**src/rtl/eec_rx_err_counters_regs.svh**
```systemverilog
// Purpose: Register indices, field positions, reset values for the E1 rx error counters
// Assumes: Byte address of a register is four times its index
// Notes: Definitions only
`ifndef EEC_RX_ERR_COUNTERS_REGS_SVH
`define EEC_RX_ERR_COUNTERS_REGS_SVH

// Register indices (byte address = index * 4)
`define EEC_IDX_FAE_HI 12'h902
`define EEC_IDX_FAE_LO 12'h903
`define EEC_IDX_SEF 12'h904
`define EEC_IDX_SBE_HI 12'h905
`define EEC_IDX_SBE_LO 12'h906
`define EEC_IDX_IRQ_STS 12'h910
`define EEC_IDX_IRQ_MSK 12'h911

// Address layout
`define EEC_ADDR_W 16
`define EEC_IDX_LSB 2
`define EEC_IDX_MSB 13

// Interrupt status / mask bit positions
`define EEC_IRQ_FAE_BIT 0
`define EEC_IRQ_SEF_BIT 1
`define EEC_IRQ_SBE_BIT 2
`define EEC_IRQ_W 3

// Reset values
`define EEC_CNT16_RST 16'h0000
`define EEC_CNT8_RST 8'h00
`define EEC_BYTE_RST 8'h00
`define EEC_IRQ_RST 3'h0
`define EEC_DATA_RST 32'h0000_0000

// Counter indices within the 16-bit counter array
`define EEC_CNT_FAE 0
`define EEC_CNT_SBE 1
`define EEC_NUM_CNT16 2

`endif

```
**src/rtl/eec_pkg.sv**
```systemverilog
// Purpose: Types shared by the E1 rx error counter block
// Assumes: APB with 32-bit data
// Notes: Constants live in eec_rx_err_counters_regs.svh
package eec_pkg;

  // Error strobes from the receive framer
  typedef struct packed {
    logic fas_check;
    logic fas_err;
    logic sync_bit_err;
    logic lof;
  } eec_evt_t;

  typedef struct packed {
    logic psel;
    logic penable;
    logic pwrite;
    logic [15:0] paddr;
    logic [31:0] pwdata;
  } eec_apb_req_t;

  typedef struct packed {
    logic pready;
    logic pslverr;
    logic [31:0] prdata;
  } eec_apb_rsp_t;

  typedef enum logic [2:0] {
    EEC_REG_NONE,
    EEC_REG_FAE_HI,
    EEC_REG_FAE_LO,
    EEC_REG_SEF,
    EEC_REG_SBE_HI,
    EEC_REG_SBE_LO,
    EEC_REG_IRQ_STS,
    EEC_REG_IRQ_MSK
  } eec_reg_t;

endpackage

```
**src/rtl/eec_rx_err_counters.sv**
```systemverilog
// Purpose: Clear-on-read E1 receive error counters behind an APB slave
// Assumes: Event inputs synchronous to sys_clk_i; one strobe per event
// Notes: One wait state per APB transfer; read side effects at capture edge
// Operation
// - Count framing alignment errors in sixteen bits
// - Upper alignment byte at index 0x902
// - Lower alignment byte at index 0x903
// - Reset to zero; upper byte read returns then clears the count
// - Severely errored frame count, index 0x904
// - Two consecutive bad alignment words, no LOF
// - Sync bit error count, upper byte 0x905
// - Sync bit error lower byte at 0x906
`timescale 1ns/1ps
`default_nettype none

`include "eec_rx_err_counters_regs.svh"

module eec_rx_err_counters
  import eec_pkg::*;
(
  input wire logic sys_clk_i,
  input wire logic rst_n_i,
  input wire eec_evt_t evt_i,
  input wire eec_apb_req_t apb_req_i,
  output eec_apb_rsp_t apb_rsp_o,
  output logic irq_o
);

  // Address decode, used for capture and for write effects
  function automatic eec_reg_t eec_dec(input logic [15:0] addr);
    logic [11:0] idx;
    eec_reg_t r;
    idx = addr[`EEC_IDX_MSB:`EEC_IDX_LSB];
    r = EEC_REG_NONE;
    if (addr[1:0] == 2'h0 && addr[15:14] == 2'h0) begin
      case (idx)
        `EEC_IDX_FAE_HI: r = EEC_REG_FAE_HI;
        `EEC_IDX_FAE_LO: r = EEC_REG_FAE_LO;
        `EEC_IDX_SEF: r = EEC_REG_SEF;
        `EEC_IDX_SBE_HI: r = EEC_REG_SBE_HI;
        `EEC_IDX_SBE_LO: r = EEC_REG_SBE_LO;
        `EEC_IDX_IRQ_STS: r = EEC_REG_IRQ_STS;
        `EEC_IDX_IRQ_MSK: r = EEC_REG_IRQ_MSK;
        default: r = EEC_REG_NONE;
      endcase
    end
    return r;
  endfunction

  // Saturating byte increment
  function automatic logic [7:0] eec_inc8(input logic [7:0] v, input logic inc);
    logic [7:0] r;
    r = v;
    if (inc && v != 8'hff) begin
      r = v + 8'h01;
    end
    return r;
  endfunction

  // Saturating halfword increment
  function automatic logic [15:0] eec_inc16(input logic [15:0] v, input logic inc);
    logic [15:0] r;
    r = v;
    if (inc && v != 16'hffff) begin
      r = v + 16'h0001;
    end
    return r;
  endfunction

  // Only the interrupt registers accept writes; the counters are read only
  function automatic logic eec_writable(input eec_reg_t r);
    logic ok;
    ok = 1'b0;
    case (r)
      EEC_REG_IRQ_STS: ok = 1'b1;
      EEC_REG_IRQ_MSK: ok = 1'b1;
      default: ok = 1'b0;
    endcase
    return ok;
  endfunction

  eec_reg_t sel;
  logic acc_first;
  logic rd_go;
  logic wr_go;
  logic wr_ok;
  logic sts_wr;
  logic msk_wr;
  logic sef_rd;
  logic pready_q;
  logic pslverr_q;
  logic pslverr_d;
  logic [31:0] prdata_q;
  logic [31:0] prdata_d;

  logic fae_ev;
  logic sbe_ev;
  logic sef_ev;
  logic fas_prev_err_q;
  logic fas_prev_err_d;

  logic [`EEC_NUM_CNT16-1:0] cnt_inc;
  logic [`EEC_NUM_CNT16-1:0] hi_rd;
  logic [`EEC_NUM_CNT16-1:0] lo_rd;
  logic [15:0] cnt16_q [`EEC_NUM_CNT16];
  logic [15:0] cnt16_d [`EEC_NUM_CNT16];
  logic [7:0] snap_q [`EEC_NUM_CNT16];
  logic [`EEC_NUM_CNT16-1:0] snap_vld_q;
  logic [7:0] hi_byte [`EEC_NUM_CNT16];
  logic [7:0] lo_byte [`EEC_NUM_CNT16];
  logic [7:0] sef_cnt_q;
  logic [7:0] sef_cnt_d;

  logic [`EEC_IRQ_W-1:0] irq_sts_q;
  logic [`EEC_IRQ_W-1:0] irq_sts_d;
  logic [`EEC_IRQ_W-1:0] irq_msk_q;
  logic [`EEC_IRQ_W-1:0] irq_set;
  logic [`EEC_IRQ_W-1:0] irq_clr;
  logic irq_q;
  logic irq_pend;

  // APB phases: capture on the first access cycle, complete on the next
  assign sel = eec_dec(apb_req_i.paddr);
  assign acc_first = apb_req_i.psel & apb_req_i.penable & ~pready_q;
  assign rd_go = acc_first & ~apb_req_i.pwrite;
  assign wr_go = apb_req_i.psel & apb_req_i.penable & pready_q & apb_req_i.pwrite;

  // Register strobes, decoded once
  assign wr_ok = wr_go & eec_writable(sel);
  assign sts_wr = wr_ok && sel == EEC_REG_IRQ_STS;
  assign msk_wr = wr_ok && sel == EEC_REG_IRQ_MSK;
  assign sef_rd = rd_go && sel == EEC_REG_SEF;

  // Framer events
  assign fae_ev = evt_i.fas_check & evt_i.fas_err;
  assign sbe_ev = evt_i.sync_bit_err;
  assign sef_ev = evt_i.fas_check & evt_i.fas_err & fas_prev_err_q & ~evt_i.lof;

  assign cnt_inc[`EEC_CNT_FAE] = fae_ev;
  assign cnt_inc[`EEC_CNT_SBE] = sbe_ev;
  assign hi_rd[`EEC_CNT_FAE] = rd_go && sel == EEC_REG_FAE_HI;
  assign hi_rd[`EEC_CNT_SBE] = rd_go && sel == EEC_REG_SBE_HI;
  assign lo_rd[`EEC_CNT_FAE] = rd_go && sel == EEC_REG_FAE_LO;
  assign lo_rd[`EEC_CNT_SBE] = rd_go && sel == EEC_REG_SBE_LO;

  // Consecutive errored alignment word tracker
  always_comb begin
    fas_prev_err_d = fas_prev_err_q;
    if (evt_i.fas_check) begin
      if (evt_i.lof) begin
        fas_prev_err_d = 1'b0;
      end else if (evt_i.fas_err) begin
        // A counted pair starts over; a third bad word needs a fourth
        fas_prev_err_d = ~fas_prev_err_q;
      end else begin
        fas_prev_err_d = 1'b0;
      end
    end
  end

  always_ff @(posedge sys_clk_i) begin
    if (!rst_n_i) begin
      fas_prev_err_q <= 1'b0;
    end else begin
      fas_prev_err_q <= fas_prev_err_d;
    end
  end

  // Sixteen-bit counters with low-byte snapshot on upper-byte read
  genvar gi;
  generate
    for (gi = 0; gi < `EEC_NUM_CNT16; gi++) begin : g_cnt16
      always_comb begin
        if (hi_rd[gi]) begin
          // Whole count moves out; a same-cycle event starts the next count
          cnt16_d[gi] = {15'h0000, cnt_inc[gi]};
        end else begin
          cnt16_d[gi] = eec_inc16(cnt16_q[gi], cnt_inc[gi]);
        end
      end

      always_ff @(posedge sys_clk_i) begin
        if (!rst_n_i) begin
          cnt16_q[gi] <= `EEC_CNT16_RST;
        end else begin
          cnt16_q[gi] <= cnt16_d[gi];
        end
      end

      always_ff @(posedge sys_clk_i) begin
        if (!rst_n_i) begin
          snap_q[gi] <= `EEC_BYTE_RST;
        end else if (hi_rd[gi]) begin
          snap_q[gi] <= cnt16_q[gi][7:0];
        end
      end

      always_ff @(posedge sys_clk_i) begin
        if (!rst_n_i) begin
          snap_vld_q[gi] <= 1'b0;
        end else if (hi_rd[gi]) begin
          snap_vld_q[gi] <= 1'b1;
        end else if (lo_rd[gi]) begin
          snap_vld_q[gi] <= 1'b0;
        end
      end

      // Bytes as the host sees them; a pending snapshot stands in for the low byte
      assign hi_byte[gi] = cnt16_q[gi][15:8];
      assign lo_byte[gi] = snap_vld_q[gi] ? snap_q[gi] : cnt16_q[gi][7:0];
    end
  endgenerate

  // Severely errored frame counter
  always_comb begin
    if (sef_rd) begin
      sef_cnt_d = {7'h00, sef_ev};
    end else begin
      sef_cnt_d = eec_inc8(sef_cnt_q, sef_ev);
    end
  end

  always_ff @(posedge sys_clk_i) begin
    if (!rst_n_i) begin
      sef_cnt_q <= `EEC_CNT8_RST;
    end else begin
      sef_cnt_q <= sef_cnt_d;
    end
  end

  // Read data and error response
  always_comb begin
    prdata_d = `EEC_DATA_RST;
    pslverr_d = 1'b0;
    case (sel)
      EEC_REG_FAE_HI: begin
        prdata_d = {24'h000000, hi_byte[`EEC_CNT_FAE]};
      end
      EEC_REG_FAE_LO: begin
        prdata_d = {24'h000000, lo_byte[`EEC_CNT_FAE]};
      end
      EEC_REG_SEF: begin
        prdata_d = {24'h000000, sef_cnt_q};
      end
      EEC_REG_SBE_HI: begin
        prdata_d = {24'h000000, hi_byte[`EEC_CNT_SBE]};
      end
      EEC_REG_SBE_LO: begin
        prdata_d = {24'h000000, lo_byte[`EEC_CNT_SBE]};
      end
      EEC_REG_IRQ_STS: begin
        prdata_d = {29'h00000000, irq_sts_q};
      end
      EEC_REG_IRQ_MSK: begin
        prdata_d = {29'h00000000, irq_msk_q};
      end
      default: begin
        pslverr_d = 1'b1;
      end
    endcase
    // Counters are read only
    if (apb_req_i.pwrite && !eec_writable(sel)) begin
      pslverr_d = 1'b1;
    end
    if (apb_req_i.pwrite) begin
      prdata_d = `EEC_DATA_RST;
    end
  end

  always_ff @(posedge sys_clk_i) begin
    if (!rst_n_i) begin
      pready_q <= 1'b0;
    end else begin
      pready_q <= acc_first;
    end
  end

  // Response fields stand only in the pready cycle
  always_ff @(posedge sys_clk_i) begin
    if (!rst_n_i) begin
      prdata_q <= `EEC_DATA_RST;
    end else if (acc_first) begin
      prdata_q <= prdata_d;
    end else begin
      prdata_q <= `EEC_DATA_RST;
    end
  end

  always_ff @(posedge sys_clk_i) begin
    if (!rst_n_i) begin
      pslverr_q <= 1'b0;
    end else if (acc_first) begin
      pslverr_q <= pslverr_d;
    end else begin
      pslverr_q <= 1'b0;
    end
  end

  // Interrupt status: set wins over a same-cycle write-one clear
  assign irq_set[`EEC_IRQ_FAE_BIT] = fae_ev;
  assign irq_set[`EEC_IRQ_SEF_BIT] = sef_ev;
  assign irq_set[`EEC_IRQ_SBE_BIT] = sbe_ev;
  assign irq_clr = sts_wr ? apb_req_i.pwdata[`EEC_IRQ_W-1:0] : `EEC_IRQ_RST;
  assign irq_sts_d = irq_set | (irq_sts_q & ~irq_clr);
  assign irq_pend = |(irq_sts_d & irq_msk_q);

  always_ff @(posedge sys_clk_i) begin
    if (!rst_n_i) begin
      irq_sts_q <= `EEC_IRQ_RST;
    end else begin
      irq_sts_q <= irq_sts_d;
    end
  end

  always_ff @(posedge sys_clk_i) begin
    if (!rst_n_i) begin
      irq_msk_q <= `EEC_IRQ_RST;
    end else if (msk_wr) begin
      irq_msk_q <= apb_req_i.pwdata[`EEC_IRQ_W-1:0];
    end
  end

  always_ff @(posedge sys_clk_i) begin
    if (!rst_n_i) begin
      irq_q <= 1'b0;
    end else begin
      irq_q <= irq_pend;
    end
  end

  assign apb_rsp_o.pready = pready_q;
  assign apb_rsp_o.pslverr = pslverr_q;
  assign apb_rsp_o.prdata = prdata_q;
  assign irq_o = irq_q;

endmodule

`default_nettype wire

```
**config.mk**
```make
export PLATFORM = sky130hd
export DESIGN_NAME = eec_rx_err_counters
export DESIGN_NICKNAME = d
export VERILOG_FILES = /design/src/rtl/eec_pkg.sv /design/src/rtl/eec_rx_err_counters.sv
export VERILOG_INCLUDE_DIRS = /design/src /design/src/rtl
export SDC_FILE = /design/constraint.sdc
export NUM_CORES = 1
export LEC_CHECK = 0
export BUFFER_PORTS_ARGS = -buffer_cell sky130_fd_sc_hd__clkbuf_2
export CORE_MARGIN = 4
export CORE_UTILIZATION = 50
export CTS_CLUSTER_DIAMETER = 100
export CTS_CLUSTER_SIZE = 30
export DETAILED_ROUTE_END_ITERATION = 12
export PLACE_DENSITY = 0.77
export SYNTH_ARGS = -nofsm -noshare
export SYNTH_HDL_FRONTEND = slang
export SYNTH_SLANG_ARGS = --single-unit
```
**constraint.sdc**
```tcl
create_clock -name sys_clk_i -period 1.8 [get_ports sys_clk_i]
set_input_delay 0 -clock sys_clk_i [delete_from_list [all_inputs] [get_ports sys_clk_i]]
set_output_delay 0 -clock sys_clk_i [all_outputs]
set_load 0.05 [all_outputs]
```
==> flow_summary.yaml <==
timing:
  finalSetupTns_ns: 0
  hold_viol: 0
  max_clock_freq_mhz: 582
  skew_ns: 0.0169
  relSlewSlack_pct: 58.4
  rsz0062_at_grt: "no"
  min_period_ns: 1.72
  worst_pin_slew_ns: 0.623
  min_period_over_period_pct: 95.5
  slew_violations: 0
  setup_viol: 0
power:
  p_clk_share_pct: 36.6
  p_per_area_nw_per_um2: 652
  switching_share_pct: 28.5
  p_int_mw: 2.42
  p_leak_nw: 1.99
  switchingPower_uw: 965
  ir_worst_vdd_mv: 0.445
  power_frac_comb_pct: 11.1
  pwr-share-seq_pct: 52.4
drt:
  drtPass1Iterations: 7
  drc: 0
  detail_route.vias_per_cell: 5.94
  vias: 3949
  routedWlPerCell_um: 16.9
  ant_nets: 0
  totalWireLength_mm: 11.2
  first_iter_violations: 382
grt:
  grtUsageMet3_pct: 3.55
  grt_overflow: 0
  grtUsageMet2_pct: 37.7
  antenna_found_initial: 0
  grt_use_met1_pct: 28.6
  grt-busiest-layer: "met2"
  track_usage_pct: 22.3
  grt_pass1_wl_mm: 18.1
  grt_pass1_vias: 3738
  grt_max_degree: 24
outcome:
  outcome: "completed"
setup_path:
  cpPeakStageDelay_ns: 0.42
  worst-setup-path-type: "reg2reg"
  worstPathRequired_ns: 2.05
  arrival_ns: 1.97
  path_common_cell: "nand3_1"
  cp-end-kind: "register"
  crit_family: "simple AND/OR/NAND/NOR gates"
  worstPathCellList: "ha_1, nand3_1, or4_4, buf_4, nand3_1, mux2i_1, nor2_1"
  critPathSlowestCell: "or4_4"
  crit_buf_inv: 1
  cp_max_fo: 11
  start_kind: "register"
final_layout:
  fin_util_pct: 61.9
  fin_nets: 615
  final_cell_mix: "dfxtp_1 (58), buf_4 (51), nor2_1 (44), clkbuf_2 (38), conb_1 (24)"
  diodes: 0
  final_common_cell: "dfxtp_1"
  final_layout_size_suffix_gt1_share_pct: 24.8
  seq_area_um2: 1680
  multi_input_area_um2: 2480
  n_fill_cell: 694
  synthToLayoutAreaGrowth_pct: 17.8
cts:
  cts.sinks: 76
  path_clk_slew_ns: 0.08
  clockBufferDepth: 2
  cts_setup_buffers: 0
  htree_levels: 3
  clockRootBuffer: "clkbuf_8"
  clkLatencyLatePin_ns: 0.37
  cts_made_buffers: 9
  cts_tree: "yes"
synthesis:
  syn_area_um2: 4410
  ys_seq_area_share_pct: 38.2
  synth_area_leaders: "dfxtp_1 (27%), edfxtp_1 (11%), buf_4 (4.8%)"
  yosysTopAreaCell: "dfxtp_1"
  netlist.area_leader.share_pct: 27.3
  synth_flop_cell: "dfxtp_1"
  yosysWarnings: 0
  syn-mean-instance-area_um2: 9.36
  ys_async_sr_fraction_pct: 0
  synthDistinctLibCells: 72
  synth-seq-cells: 76
  synth_edf_count: 16
  syn_inst: 471
die:
  die-area_um2: 10400
  row_count: 33
  die_h_um: 102
  die_x_um: 102
  initial_core_util_pct: 52.6
  ios: 92
  core_um2: 8380
placed_design:
  gp_congestion: 0.866
  place_hpwl_mm: 8.44
  portBuffers: 38
job:
  max-cap-violations: 0
hold_path:
  holdCritPathClass: "in2reg"
[through the flow]
step / power [mW] / area (µm²) / instances / worst slack, ns / hold WS [ns]
final: 3.38 / 5190 / 665 / 0.0808 / 0.0297
after global routing: 3.51 / 5190 / 665 / 0.00144 / 0.0430
after CTS: 3.40 / 5170 / 665 / 0.0136 / 0.0197
after detailed placement: 2.17 / 4940 / 644 / 0.00135 / 0.264
after global placement: 2.16 / 4940 / 644 / 0.0519 / 0.261
after floorplan: 2.11 / 4490 / 494 / 0.00633 / 0.143
[final timing paths]
| kind | startpoint | to | slack (ns) | depth (start not counted) |
|---|---|---|---|---|
| worst max-delay path | cnt16_q[0][1]$_SDFFE_PP0P_ | cnt16_q[0][1]$_SDFFE_PP0P_ | 0.08 | 7 |
| worst min-delay path | rst_n_i | pready_q$_SDFF_PN0_ | 0.03 | 4 |
| worst min register to register | cnt16_q[0][13]$_SDFFE_PP0P_ | cnt16_q[0][13]$_SDFFE_PP0P_ | 0.48 | 2 |
| worst max register to register | cnt16_q[0][1]$_SDFFE_PP0P_ | cnt16_q[0][1]$_SDFFE_PP0P_ | 0.08 | 7 |
[state kept, by name, summed over array words and instances, names as in the netlist]
register        count
irq_msk_q           3
prdata_q            8
pslverr_q           1
snap_q             16
snap_vld_q          2
irq_o               1
irq_sts_q           3
pready_q            1
fas_prev_err_q      1
cnt16_q            32
sef_cnt_q           8
[worst min-delay path, delay by kind of cell]
kind          cells  cell delay, ns
buf+inv           3            0.20
simple gates      1            0.14
[layout make-up]
class                           instances  share of cell area, %
Timing Repair Buffer                   97                   13.2
Clock inverter                          6                  0.868
Multi-Input combinational cell        363                   47.8
Clock buffer                           10                   2.65
Tap cell                              105                   2.53
Sequential cell                        76                   32.4
Inverter                                8                  0.578
[cells in the mapped netlist, types with 12 or more instances]
cell      instances
a21oi_1          19
and3_1           16
buf_4            28
dfxtp_1          60
edfxtp_1         16
mux2i_1          17
nand2_1          17
nand3_1          19
nand4_1          16
nor2_1           44
o211ai_1         17
xnor2_1          17
xor2_1           12
[layer usage]
metal | wire length, µm | share of wire (%)
met2 | 5410 | 48
met1 | 4780 | 43
met5 | 0 | 0
met4 | 298 | 2.7
met3 | 718 | 6.4
[cells by family (layout without fill, tap and decap cells)]
family	count (synthesis)	in the layout	synth area share [%]
DFF	76	76	38.2
AOI/OAI and AO/OA	91	91	14.9
adders and majority gates	3	3	0.852
other	1	24	0.0851
muxes	22	22	5.14
buffers and inverters	55	121	7.92
xor gates and xnor gates	29	29	5.76
and+or+nand+nor	194	194	27.2
[repair_timing]
action / in CTS / in global routing
resized for setup: 0 / 7
hold endpoints to repair: 7 / 0
setup endpoints to repair: 0 / 15
hold buffers: 5 / 0
[power groups by stage]
stage	Combinational, mW	Sequential (mW)	Clock [mW]
3_3_place_gp	0.349	1.81	0
4_1_cts	0.369	1.77	1.26
6_report	0.374	1.77	1.24
5_1_grt	0.399	1.78	1.34
3_5_place_dp	0.359	1.81	0
2_1_floorplan	0.297	1.81	0
Power figures use the tool's default switching activity.
